$ cat src/logic/crei_consts.svh
// Register offsets, field positions, reset values and timing counts
`ifndef CREI_CONSTS_SVH
`define CREI_CONSTS_SVH
`define CREI_OFF_CTRL 12'h000
`define CREI_OFF_IEN 12'h004
`define CREI_OFF_PEND 12'h008
`define CREI_OFF_VEC 12'h00C
`define CREI_OFF_STAT 12'h010
`define CREI_OFF_EXCA 12'h014
`define CREI_CTRL_GIE 0
`define CREI_CTRL_SAVED 1
`define CREI_STAT_IRQ 0
`define CREI_STAT_ST_LO 1
`define CREI_STAT_CAUSE_LO 3
`define CREI_RST_GIE 1'b0
`define CREI_RST_IEN 32'h00000000
`define CREI_VEC_NONE 32'hFFFFFFFF
`define CREI_VEC_SCALE 8
`define CREI_ACK_PERIOD_NS 80
`define CREI_FETCH_PERIOD_NS 40
`define CREI_CLK_NS 5
`define CREI_ACK_CYC (`CREI_ACK_PERIOD_NS / `CREI_CLK_NS)
`define CREI_FETCH_CYC (`CREI_FETCH_PERIOD_NS / `CREI_CLK_NS)
`endif

$ cat src/logic/crei_pkg.sv
// Types shared by the reset, exception and interrupt control block
package crei_pkg;
    typedef enum logic [1:0] {
        ST_RUN,
        ST_DRAIN,
        ST_HELD
    } crei_state_e;
    typedef enum logic [1:0] {
        CAUSE_NONE,
        CAUSE_IRQ,
        CAUSE_MULDIV
    } crei_cause_e;
endpackage

$ cat src/logic/crei_ctrl.sv
// Reset, exception and interrupt control with an APB register slave
// What this block does
// - The global reset puts the core in reset at once, with no drain.
// - A local reset request drains the pipeline before reset is entered.
// - Reaching local reset pulses the acknowledge for one cycle, repeated.
// - The core stays in reset while the local request is held.
// - In reset the core keeps reading the reset address and drops the data.
// - The request is ignored under debug and honoured after if still held.
// - Every exception cause goes to the one common exception address.
// - The exception address is a build-time parameter, fixed at run time.
// - There are 32 level-sensitive requests, held by sources until served.
// - Software writes a per-source enable register, one bit per request.
// - A hardware interrupt is raised only when global, request and enable agree.
// - No fixed priority between sources; software orders them.
// - Interrupts nest once software sets the global enable again.
// - Without multiply/divide hardware such an instruction traps.
// - Vector read is negative if nothing pends or saved enable is 0, else 8*n.
//
// The APB register port and the address map were decided locally.
`timescale 1ns/1ps
`include "crei_consts.svh"
module crei_ctrl #(
    parameter logic [31:0] EXC_ADDR = 32'h00000020,
    parameter logic [31:0] RESET_ADDR = 32'h00000000,
    parameter bit HAS_MULDIV = 1'b0
) (
    input wire logic pclk, // Core clock
    input wire logic presetn, // Global reset, active low
    input wire logic psel, // APB select
    input wire logic penable, // APB access phase
    input wire logic pwrite, // APB direction
    input wire logic [11:0] paddr, // APB byte address
    input wire logic [31:0] pwdata, // APB write data
    output logic [31:0] prdata, // APB read data
    output logic pready, // APB ready
    output logic pslverr, // APB error on unmapped address or on a write to a read-only register
    input wire logic [31:0] irq, // Level interrupt requests
    input wire logic reset_request, // Local reset request
    input wire logic debug_active, // Debug module owns the core
    input wire logic pipe_empty, // No instruction left in flight
    input wire logic instr_boundary, // Instruction boundary this cycle
    input wire logic instr_muldiv, // Issued instruction is mul or div
    input wire logic fetch_ack, // Reset-address read returned
    output logic reset_taken, // Local reset acknowledge pulse
    output logic in_reset, // Core held in local reset
    output logic fetch_req, // Reset-address read request
    output logic [31:0] fetch_addr, // Reset-address read address
    output logic exc_take, // Redirect pulse
    output logic [31:0] exc_target, // Redirect address
    output logic hw_irq // Registered interrupt condition
);
    localparam logic [7:0] ACK_CYC = 8'(`CREI_ACK_CYC);
    localparam logic [7:0] FETCH_CYC = 8'(`CREI_FETCH_CYC);

    crei_pkg::crei_state_e state;
    crei_pkg::crei_cause_e cause;
    logic global_irq_enable;
    logic saved_enable;
    logic [31:0] irq_enable;
    logic [7:0] ack_cnt;
    logic [7:0] fetch_cnt;
    logic fetch_wait;
    logic [31:0] pending;
    logic take_irq;
    logic take_md;
    logic wr_en;
    logic rd_en;
    logic [7:0] since_ack;

    // Lowest set bit picks the slot; no hardware ranking beyond it
    function automatic logic [31:0] vec_of(input logic [31:0] p,
                                           input logic en);
        logic [31:0] v;
        v = `CREI_VEC_NONE;
        if (en) begin
            for (int i = 31; i >= 0; i--) begin
                if (p[i]) begin
                    v = 32'(i * `CREI_VEC_SCALE);
                end
            end
        end
        return v;
    endfunction

    assign pending = irq & irq_enable;
    assign wr_en = psel && penable && pready && pwrite;
    assign rd_en = psel && penable && !pready;
    // Only a running core at a boundary may be redirected
    assign take_irq = hw_irq && instr_boundary &&
                      state == crei_pkg::ST_RUN;
    assign take_md = !HAS_MULDIV && instr_muldiv && instr_boundary &&
                     state == crei_pkg::ST_RUN;

    // Condition sampled every clock; any enabled source counts alike
    always_ff @(posedge pclk or negedge presetn) begin
        if (!presetn) begin
            hw_irq <= 1'b0;
        end else begin
            hw_irq <= global_irq_enable && |pending;
        end
    end

    // Local reset sequencing; the global reset acts at once
    always_ff @(posedge pclk or negedge presetn) begin
        if (!presetn) begin
            state <= crei_pkg::ST_HELD;
        end else begin
            case (state)
                crei_pkg::ST_RUN: begin
                    if (reset_request && !debug_active) begin
                        state <= crei_pkg::ST_DRAIN;
                    end
                end
                crei_pkg::ST_DRAIN: begin
                    if (pipe_empty) begin
                        state <= crei_pkg::ST_HELD;
                    end
                end
                default: begin
                    if (!reset_request) begin
                        state <= crei_pkg::ST_RUN;
                    end
                end
            endcase
        end
    end

    // Acknowledge on arrival and every ACK_CYC cycles while held
    always_ff @(posedge pclk or negedge presetn) begin
        if (!presetn) begin
            ack_cnt <= 8'h00;
            reset_taken <= 1'b0;
        end else if (state == crei_pkg::ST_DRAIN && pipe_empty) begin
            ack_cnt <= 8'h00; // Restart so every gap is ACK_CYC cycles
            reset_taken <= 1'b1;
        end else if (state == crei_pkg::ST_HELD && reset_request) begin
            ack_cnt <= (ack_cnt == ACK_CYC - 8'h01) ? 8'h00 : ack_cnt + 8'h01;
            reset_taken <= ack_cnt == ACK_CYC - 8'h01;
        end else begin
            ack_cnt <= 8'h00;
            reset_taken <= 1'b0;
        end
    end

    // Dummy reads of the reset address; returned data is never kept
    always_ff @(posedge pclk or negedge presetn) begin
        if (!presetn) begin
            fetch_cnt <= 8'h00;
            fetch_req <= 1'b0;
            fetch_wait <= 1'b0;
        end else if (state != crei_pkg::ST_HELD) begin
            fetch_cnt <= 8'h00;
            fetch_req <= 1'b0;
            fetch_wait <= 1'b0;
        end else if (fetch_wait) begin
            fetch_req <= 1'b0;
            fetch_wait <= !fetch_ack;
        end else if (fetch_cnt == FETCH_CYC - 8'h01) begin
            fetch_cnt <= 8'h00;
            fetch_req <= 1'b1;
            fetch_wait <= 1'b1;
        end else begin
            fetch_cnt <= fetch_cnt + 8'h01;
            fetch_req <= 1'b0;
        end
    end

    // Held-in-reset flag and fixed addresses, all from flops
    always_ff @(posedge pclk or negedge presetn) begin
        if (!presetn) begin
            in_reset <= 1'b1;
            fetch_addr <= 32'h00000000;
            exc_target <= 32'h00000000;
        end else begin
            // Rises with the acknowledge, not while the pipeline drains
            in_reset <= state == crei_pkg::ST_HELD ||
                        (state == crei_pkg::ST_DRAIN && pipe_empty);
            fetch_addr <= RESET_ADDR;
            exc_target <= EXC_ADDR;
        end
    end

    // One common redirect for every cause
    always_ff @(posedge pclk or negedge presetn) begin
        if (!presetn) begin
            exc_take <= 1'b0;
            cause <= crei_pkg::CAUSE_NONE;
        end else begin
            exc_take <= take_irq || take_md;
            if (take_md) begin
                cause <= crei_pkg::CAUSE_MULDIV;
            end else if (take_irq) begin
                cause <= crei_pkg::CAUSE_IRQ;
            end
        end
    end

    // Global enable saved and dropped on entry; software may set it again
    always_ff @(posedge pclk or negedge presetn) begin
        if (!presetn) begin
            global_irq_enable <= `CREI_RST_GIE;
            saved_enable <= 1'b0;
        end else if (take_irq || take_md) begin
            saved_enable <= global_irq_enable;
            global_irq_enable <= 1'b0; // Entry wins over a same-cycle write
        end else if (wr_en && paddr == `CREI_OFF_CTRL) begin
            global_irq_enable <= pwdata[`CREI_CTRL_GIE];
        end
    end

    // Per-source enables
    always_ff @(posedge pclk or negedge presetn) begin
        if (!presetn) begin
            irq_enable <= `CREI_RST_IEN;
        end else if (wr_en && paddr == `CREI_OFF_IEN) begin
            irq_enable <= pwdata;
        end
    end

    // APB: one wait state, read data captured with the ready
    always_ff @(posedge pclk or negedge presetn) begin
        if (!presetn) begin
            pready <= 1'b0;
            pslverr <= 1'b0;
            prdata <= 32'h00000000;
        end else if (rd_en) begin
            pready <= 1'b1;
            pslverr <= 1'b0;
            prdata <= 32'h00000000;
            if (paddr == `CREI_OFF_CTRL) begin
                prdata[`CREI_CTRL_GIE] <= global_irq_enable;
                prdata[`CREI_CTRL_SAVED] <= saved_enable;
            end else if (paddr == `CREI_OFF_IEN) begin
                prdata <= irq_enable;
            end else if (paddr == `CREI_OFF_PEND) begin
                prdata <= pending;
            end else if (paddr == `CREI_OFF_VEC) begin
                prdata <= vec_of(pending, saved_enable);
            end else if (paddr == `CREI_OFF_STAT) begin
                prdata[`CREI_STAT_IRQ] <= hw_irq;
                prdata[`CREI_STAT_ST_LO +: 2] <= state;
                prdata[`CREI_STAT_CAUSE_LO +: 2] <= cause;
            end else if (paddr == `CREI_OFF_EXCA) begin
                prdata <= EXC_ADDR;
            end else begin
                pslverr <= !pwrite;
            end
            if (pwrite) begin
                prdata <= 32'h00000000;
                pslverr <= paddr != `CREI_OFF_CTRL &&
                           paddr != `CREI_OFF_IEN;
            end
        end else begin
            pready <= 1'b0;
            pslverr <= 1'b0;
        end
    end

    property p_irq_cond;
        @(posedge pclk) disable iff (!presetn)
        1'b1 |=> hw_irq == $past(global_irq_enable && |(irq & irq_enable));
    endproperty
    a_irq_cond: assert property (p_irq_cond) else $error("irq cond");

    property p_drain_first;
        @(posedge pclk) disable iff (!presetn)
        state == crei_pkg::ST_DRAIN && !pipe_empty
            |=> state == crei_pkg::ST_DRAIN;
    endproperty
    a_drain_first: assert property (p_drain_first) else $error("drain");

    property p_ack_one;
        @(posedge pclk) disable iff (!presetn)
        reset_taken |=> !reset_taken;
    endproperty
    a_ack_one: assert property (p_ack_one) else $error("ack width");

    // Cycles since the last acknowledge while the request is held
    always_ff @(posedge pclk or negedge presetn) begin
        if (!presetn) begin
            since_ack <= 8'h00;
        end else if (reset_taken) begin
            since_ack <= 8'h01;
        end else if (state == crei_pkg::ST_HELD && reset_request) begin
            since_ack <= since_ack + 8'h01;
        end else begin
            since_ack <= 8'h00;
        end
    end

    property p_ack_repeat;
        @(posedge pclk) disable iff (!presetn)
        since_ack != 8'h00 && state == crei_pkg::ST_HELD && reset_request
            |-> reset_taken == (since_ack == ACK_CYC);
    endproperty
    a_ack_repeat: assert property (p_ack_repeat) else $error("ack rep");

    property p_hold;
        @(posedge pclk) disable iff (!presetn)
        state == crei_pkg::ST_HELD && reset_request
            |=> state == crei_pkg::ST_HELD ##1 in_reset;
    endproperty
    a_hold: assert property (p_hold) else $error("left reset");

    property p_fetch;
        @(posedge pclk) disable iff (!presetn)
        state == crei_pkg::ST_HELD && !fetch_wait
            |-> ##[0:8] fetch_req || state != crei_pkg::ST_HELD;
    endproperty
    a_fetch: assert property (p_fetch) else $error("no fetch");

    property p_debug;
        @(posedge pclk) disable iff (!presetn)
        state == crei_pkg::ST_RUN && debug_active |=>
            state == crei_pkg::ST_RUN;
    endproperty
    a_debug: assert property (p_debug) else $error("debug");

    property p_target;
        @(posedge pclk) disable iff (!presetn)
        exc_take |-> exc_target == EXC_ADDR;
    endproperty
    a_target: assert property (p_target) else $error("target");

    property p_muldiv;
        @(posedge pclk) disable iff (!presetn)
        take_md |=> exc_take && cause == crei_pkg::CAUSE_MULDIV
            && !global_irq_enable;
    endproperty
    a_muldiv: assert property (p_muldiv) else $error("muldiv");

    property p_boundary;
        @(posedge pclk) disable iff (!presetn)
        exc_take |-> $past(instr_boundary) &&
            $past(state) == crei_pkg::ST_RUN;
    endproperty
    a_boundary: assert property (p_boundary) else $error("boundary");
endmodule

$ cat config.mk
export PLATFORM = sky130hd
export DESIGN_NAME = crei_ctrl
export DESIGN_NICKNAME = d
export VERILOG_FILES = /design/src/logic/crei_pkg.sv /design/src/logic/crei_ctrl.sv
export VERILOG_INCLUDE_DIRS = /design/src /design/src/logic
export SDC_FILE = /design/constraint.sdc
export NUM_CORES = 1
export LEC_CHECK = 0
export BUFFER_PORTS_ARGS = -buffer_cell sky130_fd_sc_hd__buf_2
export CORE_ASPECT_RATIO = 0.5
export CORE_MARGIN = 2
export CORE_UTILIZATION = 46
export DETAILED_ROUTE_END_ITERATION = 8
export MAX_ROUTING_LAYER = met4
export PLACE_DENSITY_LB_ADDON = 0.15
export SETUP_SLACK_MARGIN = 0.05
export SLEW_MARGIN = 10
export SYNTH_ARGS = -nofsm -noshare
export SYNTH_HDL_FRONTEND = slang
export SYNTH_SLANG_ARGS = --single-unit
$ cat constraint.sdc
create_clock -name pclk -period 1.79 [get_ports pclk]
set_input_delay 0.0895 -clock pclk [delete_from_list [all_inputs] [get_ports pclk]]
set_output_delay 0.0895 -clock pclk [all_outputs]
set_load 0.01 [all_outputs]
==> results of run 1 <==
per-layer routing:
metal  vias to the layer above  global-route usage, %  part of all wire (%)
li1                       2365                      -                     -
met1                      2408                   31.5                    44
met2                       210                   40.9                    49
met3                        22                   4.53                   5.8
met4                         0                   7.16                   1.5
met5                         -                      -                     0
logic make-up after synthesis:
kind of cell               synth area share, %
muxes                                     7.11
buffers and inverters                     11.0
adders and majority gates                0.466
DFF                                       44.3
other                                    0.140
AOI/OAI and AO/OA                         17.9
xor gates and xnor gates                  1.63
and+or+nand+nor                           17.5
layout make-up:
cell class                 count  area share (%)
clock buffer                  10            3.11
clock inverter                 5           0.919
inverter                       6           0.306
multi-input combinational    444            38.0
sequential                    95            32.4
tap                          159            2.71
timing repair buffer         239            22.6
sequential cells by signal (all words and copies together) (netlist names):
register and count:
fetch_cnt 8, cause 2, ack_cnt 8, fetch_req 1, hw_irq 1, exc_take 1
pslverr 1, reset_taken 1, in_reset 1, global_irq_enable 1, state 2, saved_enable 1
prdata 32, exc_target 1, irq_enable 32, pready 1, fetch_wait 1
cell usage in the layout (no fill, tap or decap), types with 15 or more instances in the layout:
master / Yosys / layout
conb_1: 2 / 64
mux2_2: 26 / 26
buf_2: 8 / 125
nor2_1: 54 / 52
nand3_1: 16 / 15
a22o_1: 28 / 28
buf_4: 64 / 70
dlygate4sd3_1: 0 / 36
a21oi_1: 21 / 21
nand2_1: 60 / 60
dfrtp_1: 93 / 93
timing repair:
action,4_1_cts,5_1_grt
gates cloned,0,1
hold buffers,34,2
pin swaps,8,11
endpoints found under the setup margin,29,33
setup buffers,1,2
hold endpoints to repair,60,2
resized for setup,15,31
power by group:
group          internal [mW]  total (mW)  leakage (nW)  switching, mW
Combinational          0.244       0.604          2.20          0.361
Clock                   1.10        1.97         0.145          0.869
Sequential              2.22        2.29          1.31         0.0734
path summary, 6_finish.rpt:
| kind | to | slack, ns | startpoint |
|---|---|---|---|
| max reg2reg | prdata[29] | -0.02 | irq_enable[30] |
| min reg2reg | ack_cnt[0] | 0.46 | ack_cnt[0] |
| max in group asynchronous | in_reset | 0.91 | presetn |
| max | prdata[29] | -0.02 | irq_enable[30] |
| min in group asynchronous | exc_target[5] | 0.21 | presetn |
| min | prdata[8] | 0.01 | irq[8] |
worst reg2reg max path: cells and delay by family (launching register included):
kind | cells | cell delay (ns)
buffers and inverters | 1 | 0.20
flip-flops | 1 | 0.40
AND/OR/NAND/NOR | 4 | 0.83
AO/OA/AOI/OAI | 2 | 0.32
==> impl_metrics.env, run 1 <==
export IMPL_multi_input_area_mm2=0.00279
export IMPL_slowest_delay_ns=0.40
export IMPL_place_area_mm2=0.00647
export IMPL_grt_max_degree=41
export IMPL_vias=5005
export IMPL_grt_use_total_pct=24.8
export IMPL_cp_max_fo=6
export IMPL_power_total_mw=4.86
export IMPL_fin_area_mm2=0.00735
export IMPL_htreeDepth=3
export IMPL_clockBufferDepth=2
export IMPL_path_cells="a22oi_1, nor4bb_4, and4bb_1, or2_4, nand3_4, clkbuf_16, o21ai_2"
export IMPL_utilization_pct=65.7
export IMPL_clockRootBuffer="clkbuf_16"
export IMPL_post_synth_num_cell_types=53
export IMPL_cpLargestDelayFamily="simple AND/OR/NAND/NOR gates"
export IMPL_vias_per_cell=5.22
export IMPL_finalHoldViolCount=0
export IMPL_yosysTopAreaCell="dfrtp_1"
export IMPL_cp_buffers_inverters=1
export IMPL_initial_core_util_pct=48.0
export IMPL_ant_nets=0
export IMPL_critPathKind="flip-flop to flip-flop"
export IMPL_cts_clk_slew_worst_paths_ns=0.07
export IMPL_max_freq_ghz=0.551
export IMPL_drc=0
export IMPL_skew_ns=0.00993
export IMPL_die_h_um=80.4
export IMPL_die_w_um=157
export IMPL_max_slew_margin_pct=66.6
export IMPL_dp_cells=903
export IMPL_yosysMostFrequentCell="dfrtp_1"
export IMPL_finalCritPeriodShare_pct=101
export IMPL_synth_seq_cells=95
export IMPL_final_cells=958
export IMPL_ys_top_cells_by_area="dfrtp_1 (43%), buf_4 (8.9%), mux2_2 (5.5%)"
export IMPL_final_nets=884
export IMPL_dp_slack_ns=-0.168
export IMPL_ir_drop_v=0.000417
export IMPL_grt_ovfl_total=0
export IMPL_grt_pass1_vias=4836
export IMPL_crit_path_top_delay_cell="dfrtp_1"
export IMPL_cts_num_sinks=95
export IMPL_startpoint_type="flip-flop"
export IMPL_syn_cell_area_mm2=0.00537
export IMPL_setup_viol=22
export IMPL_drv_cap=0
export IMPL_fillers=893
export IMPL_r2r_cells=7
export IMPL_place_port_buffers=126
export IMPL_grt_pass1_wl_mm=23.6
export IMPL_setup_ws_ns=-0.0239
export IMPL_synth_warnings=0
export IMPL_power_leakage_nw=3.65
export IMPL_regArea_mm2=0.00238
export IMPL_crit_arrival_ns=2.09
export IMPL_numCtsBuffers=9
export IMPL_synth_edff_count=0
export IMPL_failed_checks="setup timing"
export IMPL_drv_slew=0
export IMPL_first_iter_violations=351
export IMPL_hold_path_class="input port to flip-flop"
export IMPL_synth_common_cells="dfrtp_1 (93), buf_4 (64), nand2_1 (60)"
export IMPL_core_mm2=0.0112
export IMPL_place_hpwl_mm=10.8
export IMPL_antenna_found_initial=0
export IMPL_dr_pass1_iters=7
export IMPL_gp_congestion=0.955
export IMPL_areaGrowthSynthToFinish_pct=36.9
export IMPL_synth_ff_type="dfrtp_1"
export IMPL_fp_dieArea_mm2=0.0126
export IMPL_end_kind="flip-flop"
export IMPL_clock_latency_ns=0.35
export IMPL_seq_area_frac_synth_pct=44.3
export IMPL_synth_top_area_share_pct=43.3
export IMPL_min_path_cells=3
export IMPL_hold_slack_ns=0.0108
export IMPL_antenna_diode_count=0
export IMPL_crit_cells=7
export IMPL_status="complete, but fails checks"
export IMPL_period_minus_slack_ns=1.81
export IMPL_setup_tns_ns=-0.299
export IMPL_finalWirelength_mm=15.2
export IMPL_p_per_area_mw_per_mm2=662
export IMPL_syn_inst=567
export IMPL_rows=27
export IMPL_tightest_slew_ns=0.497
export IMPL_cp_data_required_time_ns=2.06
export IMPL_avgSynthCellArea_um2=9.47
export IMPL_cts_tree="yes"
export IMPL_num_io_pins=190
export IMPL_rsz0062_at_grt="true"
export IMPL_wl_per_cell_um=15.9
export IMPL_drive_above_1_share_pct=35.0
export IMPL_synthArstFlopShare_pct=100
Power figures use the tool's default switching activity.
==> run 2: changes to the inputs <==
--- a/config.mk
+++ b/config.mk
@@ -11,6 +11,7 @@
 export CORE_MARGIN = 2
 export CORE_UTILIZATION = 46
 export DETAILED_ROUTE_END_ITERATION = 8
+export HOLD_SLACK_MARGIN = 0.08
 export MAX_ROUTING_LAYER = met4
 export PLACE_DENSITY_LB_ADDON = 0.15
 export SETUP_SLACK_MARGIN = 0.05
==> constraint.sdc (replaced) <==
create_clock -name pclk -period 1.79 [get_ports pclk]
set_input_delay 0.358 -clock pclk [delete_from_list [all_inputs] [get_ports pclk]]
set_output_delay 0.358 -clock pclk [all_outputs]
set_load 0.01 [all_outputs]
==> run 2 against run 1 <==
  * The flow still finishes with violations (setup timing)
  * Clock-buffer cell count up 1
  * Sequential power hardly changed
  * Clock power up 3%
  * Largest power group unchanged
  * Highest routed layer unchanged
==> impl_metrics.env, run 2 (synthesis gave the netlist of run 1 again) <==
export IMPL_status="complete, but fails checks"
export IMPL_failed_checks="setup timing"
export IMPL_antenna_found_initial=0
export IMPL_pwr_share_comb_pct=11.9
export IMPL_reg_largest_list="irq_enable x32, prdata x32"
export IMPL_finalWirelength_mm=14.8
export IMPL_fillers=961
export IMPL_drv_slew=0
export IMPL_worstSetupStartpoint="irq_enable[17]"
export IMPL_grt_use_total_pct=24.3
export IMPL_dr_pass1_iters=5
export IMPL_ant_nets=0
export IMPL_max_slew_margin_pct=64.9
export IMPL_grt_pass1_wl_mm=23.0
export IMPL_fp_dieArea_mm2=0.0126
export IMPL_vias_per_cell=5.28
export IMPL_first_iter_violations=365
export IMPL_min_from="instr_muldiv"
export IMPL_finalHoldViolCount=0
export IMPL_power_frac_clock_pct=41.4
export IMPL_clock_latency_ns=0.35
export IMPL_p_int_mw=3.62
export IMPL_final_cell_mix="buf_2 (125), buf_4 (94), dfrtp_1 (93)"
export IMPL_clockBufferDepth=2
export IMPL_grt_pass1_vias=4681
export IMPL_utilization_pct=64.9
export IMPL_num_io_pins=190
export IMPL_areaGrowthSynthToFinish_pct=35.2
export IMPL_crit_arrival_ns=2.14
export IMPL_die_h_um=80.4
export IMPL_power_total_mw=4.91
export IMPL_pwr_share_seq_pct=46.7
export IMPL_hold_path_class="input port to flip-flop"
export IMPL_wl_per_cell_um=15.5
export IMPL_core_mm2=0.0112
export IMPL_cts_clk_slew_worst_paths_ns=0.07
export IMPL_rows=27
export IMPL_gp_congestion=0.912
export IMPL_setup_viol=28
export IMPL_grt_ovfl_total=0
export IMPL_layout_commonest_cell="buf_2"
export IMPL_finalCritPeriodShare_pct=105
export IMPL_skew_ns=0.0128
export IMPL_period_minus_slack_ns=1.88
export IMPL_cts_num_sinks=95
export IMPL_power_leakage_nw=3.66
export IMPL_p_sw_mw=1.29
export IMPL_grt_max_degree=96
export IMPL_place_hpwl_mm=10.6
export IMPL_drv_cap=0
export IMPL_numCtsBuffers=9
export IMPL_max_freq_ghz=0.533
export IMPL_die_w_um=157
export IMPL_end_kind="flip-flop"
export IMPL_cts_tree="yes"
export IMPL_initial_core_util_pct=48.0
export IMPL_cp_max_fo=6
export IMPL_ir_drop_v=0.000468
export IMPL_vias=5024
export IMPL_final_nets=877
export IMPL_rsz0062_at_grt="true"
export IMPL_antenna_diode_count=0
export IMPL_p_sw_share_pct=26.3
export IMPL_startpoint_type="flip-flop"
export IMPL_place_port_buffers=126
export IMPL_regArea_mm2=0.00238
export IMPL_tightest_slew_ns=0.527
export IMPL_setup_ws_ns=-0.0854
export IMPL_drive_above_1_share_pct=39.8
export IMPL_r2r_start="irq_enable[17]"
export IMPL_drc=0
export IMPL_cp_data_required_time_ns=2.06
export IMPL_clockRootBuffer="clkbuf_16"
export IMPL_htreeDepth=3
export IMPL_multi_input_area_mm2=0.00280
export IMPL_critPathKind="flip-flop to flip-flop"
export IMPL_p_per_area_mw_per_mm2=676
==> run 2: worst max-delay path, stage by stage (launching register included) <==
cell,delay [ns]
dfrtp_1,0.39
a22oi_1,0.30
and4_1,0.29
and4bb_1,0.22
or2_4,0.14
nand3_4,0.13
clkbuf_16,0.21
o21ai_2,0.11
==> run 2: area by class of cell <==
| type | count | area share (%) |
|---|---|---|
| timing repair buffer | 232 | 21.2 |
| inverter | 6 | 0.310 |
| clock inverter | 5 | 0.879 |
| tap | 159 | 2.74 |
| multi-input combinational | 444 | 38.6 |
| clock buffer | 11 | 3.48 |
| sequential | 95 | 32.8 |
==> run 2: repair_timing <==
item,CTS,global route
gates cloned,2,1
hold buffers,0,1
resized for setup,28,24
pin swaps,13,9
buffers inserted,2,1
endpoints found under the setup margin,28,36
hold endpoints to repair,0,6
==> run 2: per-stage QoR <==
step | setup WS [ns] | TNS, ns | cell area (um2) | hold WS [ns] | std cells
floorplan | -0.0259 | -0.0259 | 5620 | 0.0624 | 629
global placement | -0.238 | -12.93 | 6680 | 0.444 | 930
detailed placement | -0.246 | -13.45 | 6680 | 0.455 | 930
CTS | -0.0751 | -1.28 | 7130 | 0.0815 | 950
finish | -0.0854 | -1.44 | 7260 | 0.216 | 952
global route | -0.184 | -4.42 | 7260 | 0.222 | 952
==> run 2: power by group through the flow <==
| stage | registers [mW] | logic, mW | clock network, mW |
|---|---|---|---|
| finish | 2.29 | 0.583 | 2.03 |
| global route | 2.31 | 0.654 | 2.16 |
| CTS | 2.29 | 0.581 | 2.05 |
| detailed placement | 2.33 | 0.577 | 0 |
| global placement | 2.33 | 0.569 | 0 |
| floorplan | 2.31 | 0.373 | 0 |
==> run 2: path summary, 6_finish.rpt <==
path / to / slack [ns] / cells after the start
max: prdata[29] / -0.09 / 7
min: cause[0] / 0.22 / 2
max reg2reg: prdata[29] / -0.09 / 7
min reg2reg: ack_cnt[0] / 0.46 / 1
max in group asynchronous: in_reset / 0.78 / 3
min in group asynchronous: irq_enable[26] / 0.58 / 3
==> run 2: per-layer routing <==
metal	part of all wire, %	routed length (um)	vias up	global-route usage (%)
li1	-	-	2370	-
met1	44	6460	2422	30.7
met2	48	7140	208	40.0
met4	1.7	254	0	7.34
met5	0	0	-	-
met3	6.2	911	24	4.80
==> run 3: changes to the inputs <==
--- a/config.mk
+++ b/config.mk
@@ -13,7 +13,7 @@
 export DETAILED_ROUTE_END_ITERATION = 8
 export HOLD_SLACK_MARGIN = 0.08
 export MAX_ROUTING_LAYER = met4
-export PLACE_DENSITY_LB_ADDON = 0.15
+export PLACE_DENSITY = 0.78
 export SETUP_SLACK_MARGIN = 0.05
 export SLEW_MARGIN = 10
 export SYNTH_ARGS = -nofsm -noshare
==> run 3 against run 2 <==
  * The run still ends with setup timing left
  * Clock power grew 5%
  * Sequential power is essentially flat
  * Core utilization grew 2.0 points
  * Non-clock buffer count grew 3
  * Register-to-register slack lost 0.06 ns
  * Critical path depth is the same
  * Worst hold slack gained 0.015 ns
  * Final cell count grew 0.32%
  * First-iteration DRC count shrank 5.5%
  * Cell area grew 3.1%
  * Combinational power grew 4.1%
  * Via count grew 3.8%
  * Critical path type unchanged
  * Highest routed layer unchanged
==> impl_metrics.env, run 3 (synthesis gave the netlist of run 1 again) <==
export IMPL_die_h_um=80.4
export IMPL_status="complete, but fails checks"
export IMPL_final_nets=880
export IMPL_num_io_pins=190
export IMPL_core_mm2=0.0112
export IMPL_r2r_start="irq_enable[30]"
export IMPL_critPathKind="flip-flop to flip-flop"
export IMPL_max_freq_ghz=0.516
export IMPL_endpoint="prdata[24]"
export IMPL_fp_dieArea_mm2=0.0126
export IMPL_die_w_um=157
export IMPL_drv_slew=0
export IMPL_wl_per_cell_um=17.1
export IMPL_grt_ovfl_total=0
export IMPL_place_hpwl_mm=11.2
export IMPL_rows=27
export IMPL_cts_tree="yes"
export IMPL_clockRootBuffer="clkbuf_16"
export IMPL_pwr_share_comb_pct=12.1
export IMPL_cp_max_fo=24
export IMPL_pwr_share_seq_pct=45.6
export IMPL_finalWirelength_mm=16.3
export IMPL_hold_slack_ns=0.231
export IMPL_end_kind="flip-flop"
export IMPL_grt_pass1_vias=4817
export IMPL_grt_pass1_wl_mm=24.0
export IMPL_reg_largest_list="irq_enable x32, prdata x32"
export IMPL_p_per_area_mw_per_mm2=672
export IMPL_finalHoldViolCount=0
export IMPL_period_minus_slack_ns=1.94
export IMPL_vias=5215
export IMPL_drc=0
export IMPL_failed_checks="setup timing"
export IMPL_crit_arrival_ns=2.21
export IMPL_fillers=852
export IMPL_dr_pass1_iters=5
export IMPL_initial_core_util_pct=48.0
export IMPL_finalCritPeriodShare_pct=108
export IMPL_clock_latency_ns=0.35
export IMPL_ant_nets=0
export IMPL_dp_slack_ns=-0.317
export IMPL_skew_ns=0.00837
export IMPL_antenna_diode_count=0
export IMPL_p_sw_share_pct=25.9
export IMPL_final_cell_mix="buf_2 (123), buf_4 (96), dfrtp_1 (93)"
export IMPL_place_area_mm2=0.00663
export IMPL_timing_rr_end="prdata[24]"
export IMPL_grt_use_total_pct=25.3
export IMPL_regArea_mm2=0.00238
export IMPL_power_frac_clock_pct=42.3
export IMPL_drv_cap=0
export IMPL_final_cells=955
export IMPL_clockBufferDepth=2
export IMPL_fin_area_mm2=0.00748
export IMPL_drive_above_1_share_pct=41.0
export IMPL_grt_max_degree=43
export IMPL_setup_viol=52
export IMPL_numCtsBuffers=9
export IMPL_first_iter_violations=345
export IMPL_min_path_cells=2
export IMPL_vias_per_cell=5.46
export IMPL_cts_clk_slew_worst_paths_ns=0.07
export IMPL_cp_data_required_time_ns=2.06
export IMPL_gp_congestion=0.966
export IMPL_hold_path_class="input port to flip-flop"
export IMPL_power_leakage_nw=3.69
export IMPL_rsz0062_at_grt="true"
export IMPL_worstSetupStartpoint="irq_enable[30]"
export IMPL_areaGrowthSynthToFinish_pct=39.3
export IMPL_cts_num_sinks=95
export IMPL_reg2reg_slack_ns=-0.15
export IMPL_power_total_mw=5.03
export IMPL_setup_ws_ns=-0.148
export IMPL_layout_commonest_cell="buf_2"
export IMPL_multi_input_area_mm2=0.00296
export IMPL_htreeDepth=3
export IMPL_r2r_cells=7
export IMPL_antenna_found_initial=0
export IMPL_p_sw_mw=1.30
export IMPL_p_int_mw=3.73
export IMPL_ir_drop_v=0.000446
export IMPL_place_port_buffers=126
export IMPL_startpoint_type="flip-flop"
export IMPL_dp_cells=923
-- run 3: changes by cell type in the layout (fill, tap and decap cells not counted), sizes merged --
cell / delta
buf: +3
bufinv: +1
clkinv: -2
clkbuf: +1
-- run 3: stage by stage --
step                TNS, ns  util [%]
detailed placement   -16.34      59.2
floorplan           -0.0259         -
global route          -7.05      66.9
global placement     -14.79      59.2
CTS                  -0.842      63.5
finish                -3.69      66.9
-- run 3: layout make-up --
class / count / share of cell area, %
clock inverters: 4 / 1.02
inverters: 6 / 0.301
repair buffers: 235 / 21.4
clock buffers: 12 / 3.29
multi-input cells: 444 / 39.5
well taps: 159 / 2.66
flip-flops and latches: 95 / 31.8
-- run 3: layer usage --
layer,GRT usage [%],up-vias,routed length (um)
met5,-,-,0
met3,4.91,41,1120
met2,43.4,281,8060
li1,-,2352,-
met1,30.8,2541,6670
met4,7.16,0,459
-- run 3: how the worst min path moves through the flow --
stage	start	to	slack, ns
5_1_grt	pwdata[21]	irq_enable[21]	0.23
3_5_place_dp	presetn	irq_enable[22]	0.26
3_3_place_gp	presetn	irq_enable[22]	0.25
4_1_cts	instr_muldiv	cause[0]	0.21
6_report	pwdata[30]	irq_enable[30]	0.23
2_1_floorplan	presetn	ack_cnt[0]	0.06
-- run 3: power by group through the flow --
stage | Clock [mW] | Sequential [mW] | Combinational (mW)
after floorplan | 0 | 2.31 | 0.373
after global routing | 2.24 | 2.30 | 0.676
final | 2.13 | 2.29 | 0.607
after global placement | 0 | 2.33 | 0.566
after detailed placement | 0 | 2.33 | 0.580
after CTS | 2.14 | 2.29 | 0.587
-- run 3: critical path, stage by stage (launching register included) --
cell      delay (ns)
dfrtp_1         0.46
a22oi_2         0.20
nor4bb_2        0.31
and4bb_2        0.31
or2_4           0.16
nand3_4         0.07
buf_12          0.17
o21ai_1         0.15
-- run 3: repair_timing --
action                     CTS  global route
setup buffers                5             8
pin swaps                    9            13
gates cloned                 0             2
resized for setup           30            69
hold endpoints to repair    15             0
hold buffers                 1             0
setup endpoints to repair   36            66
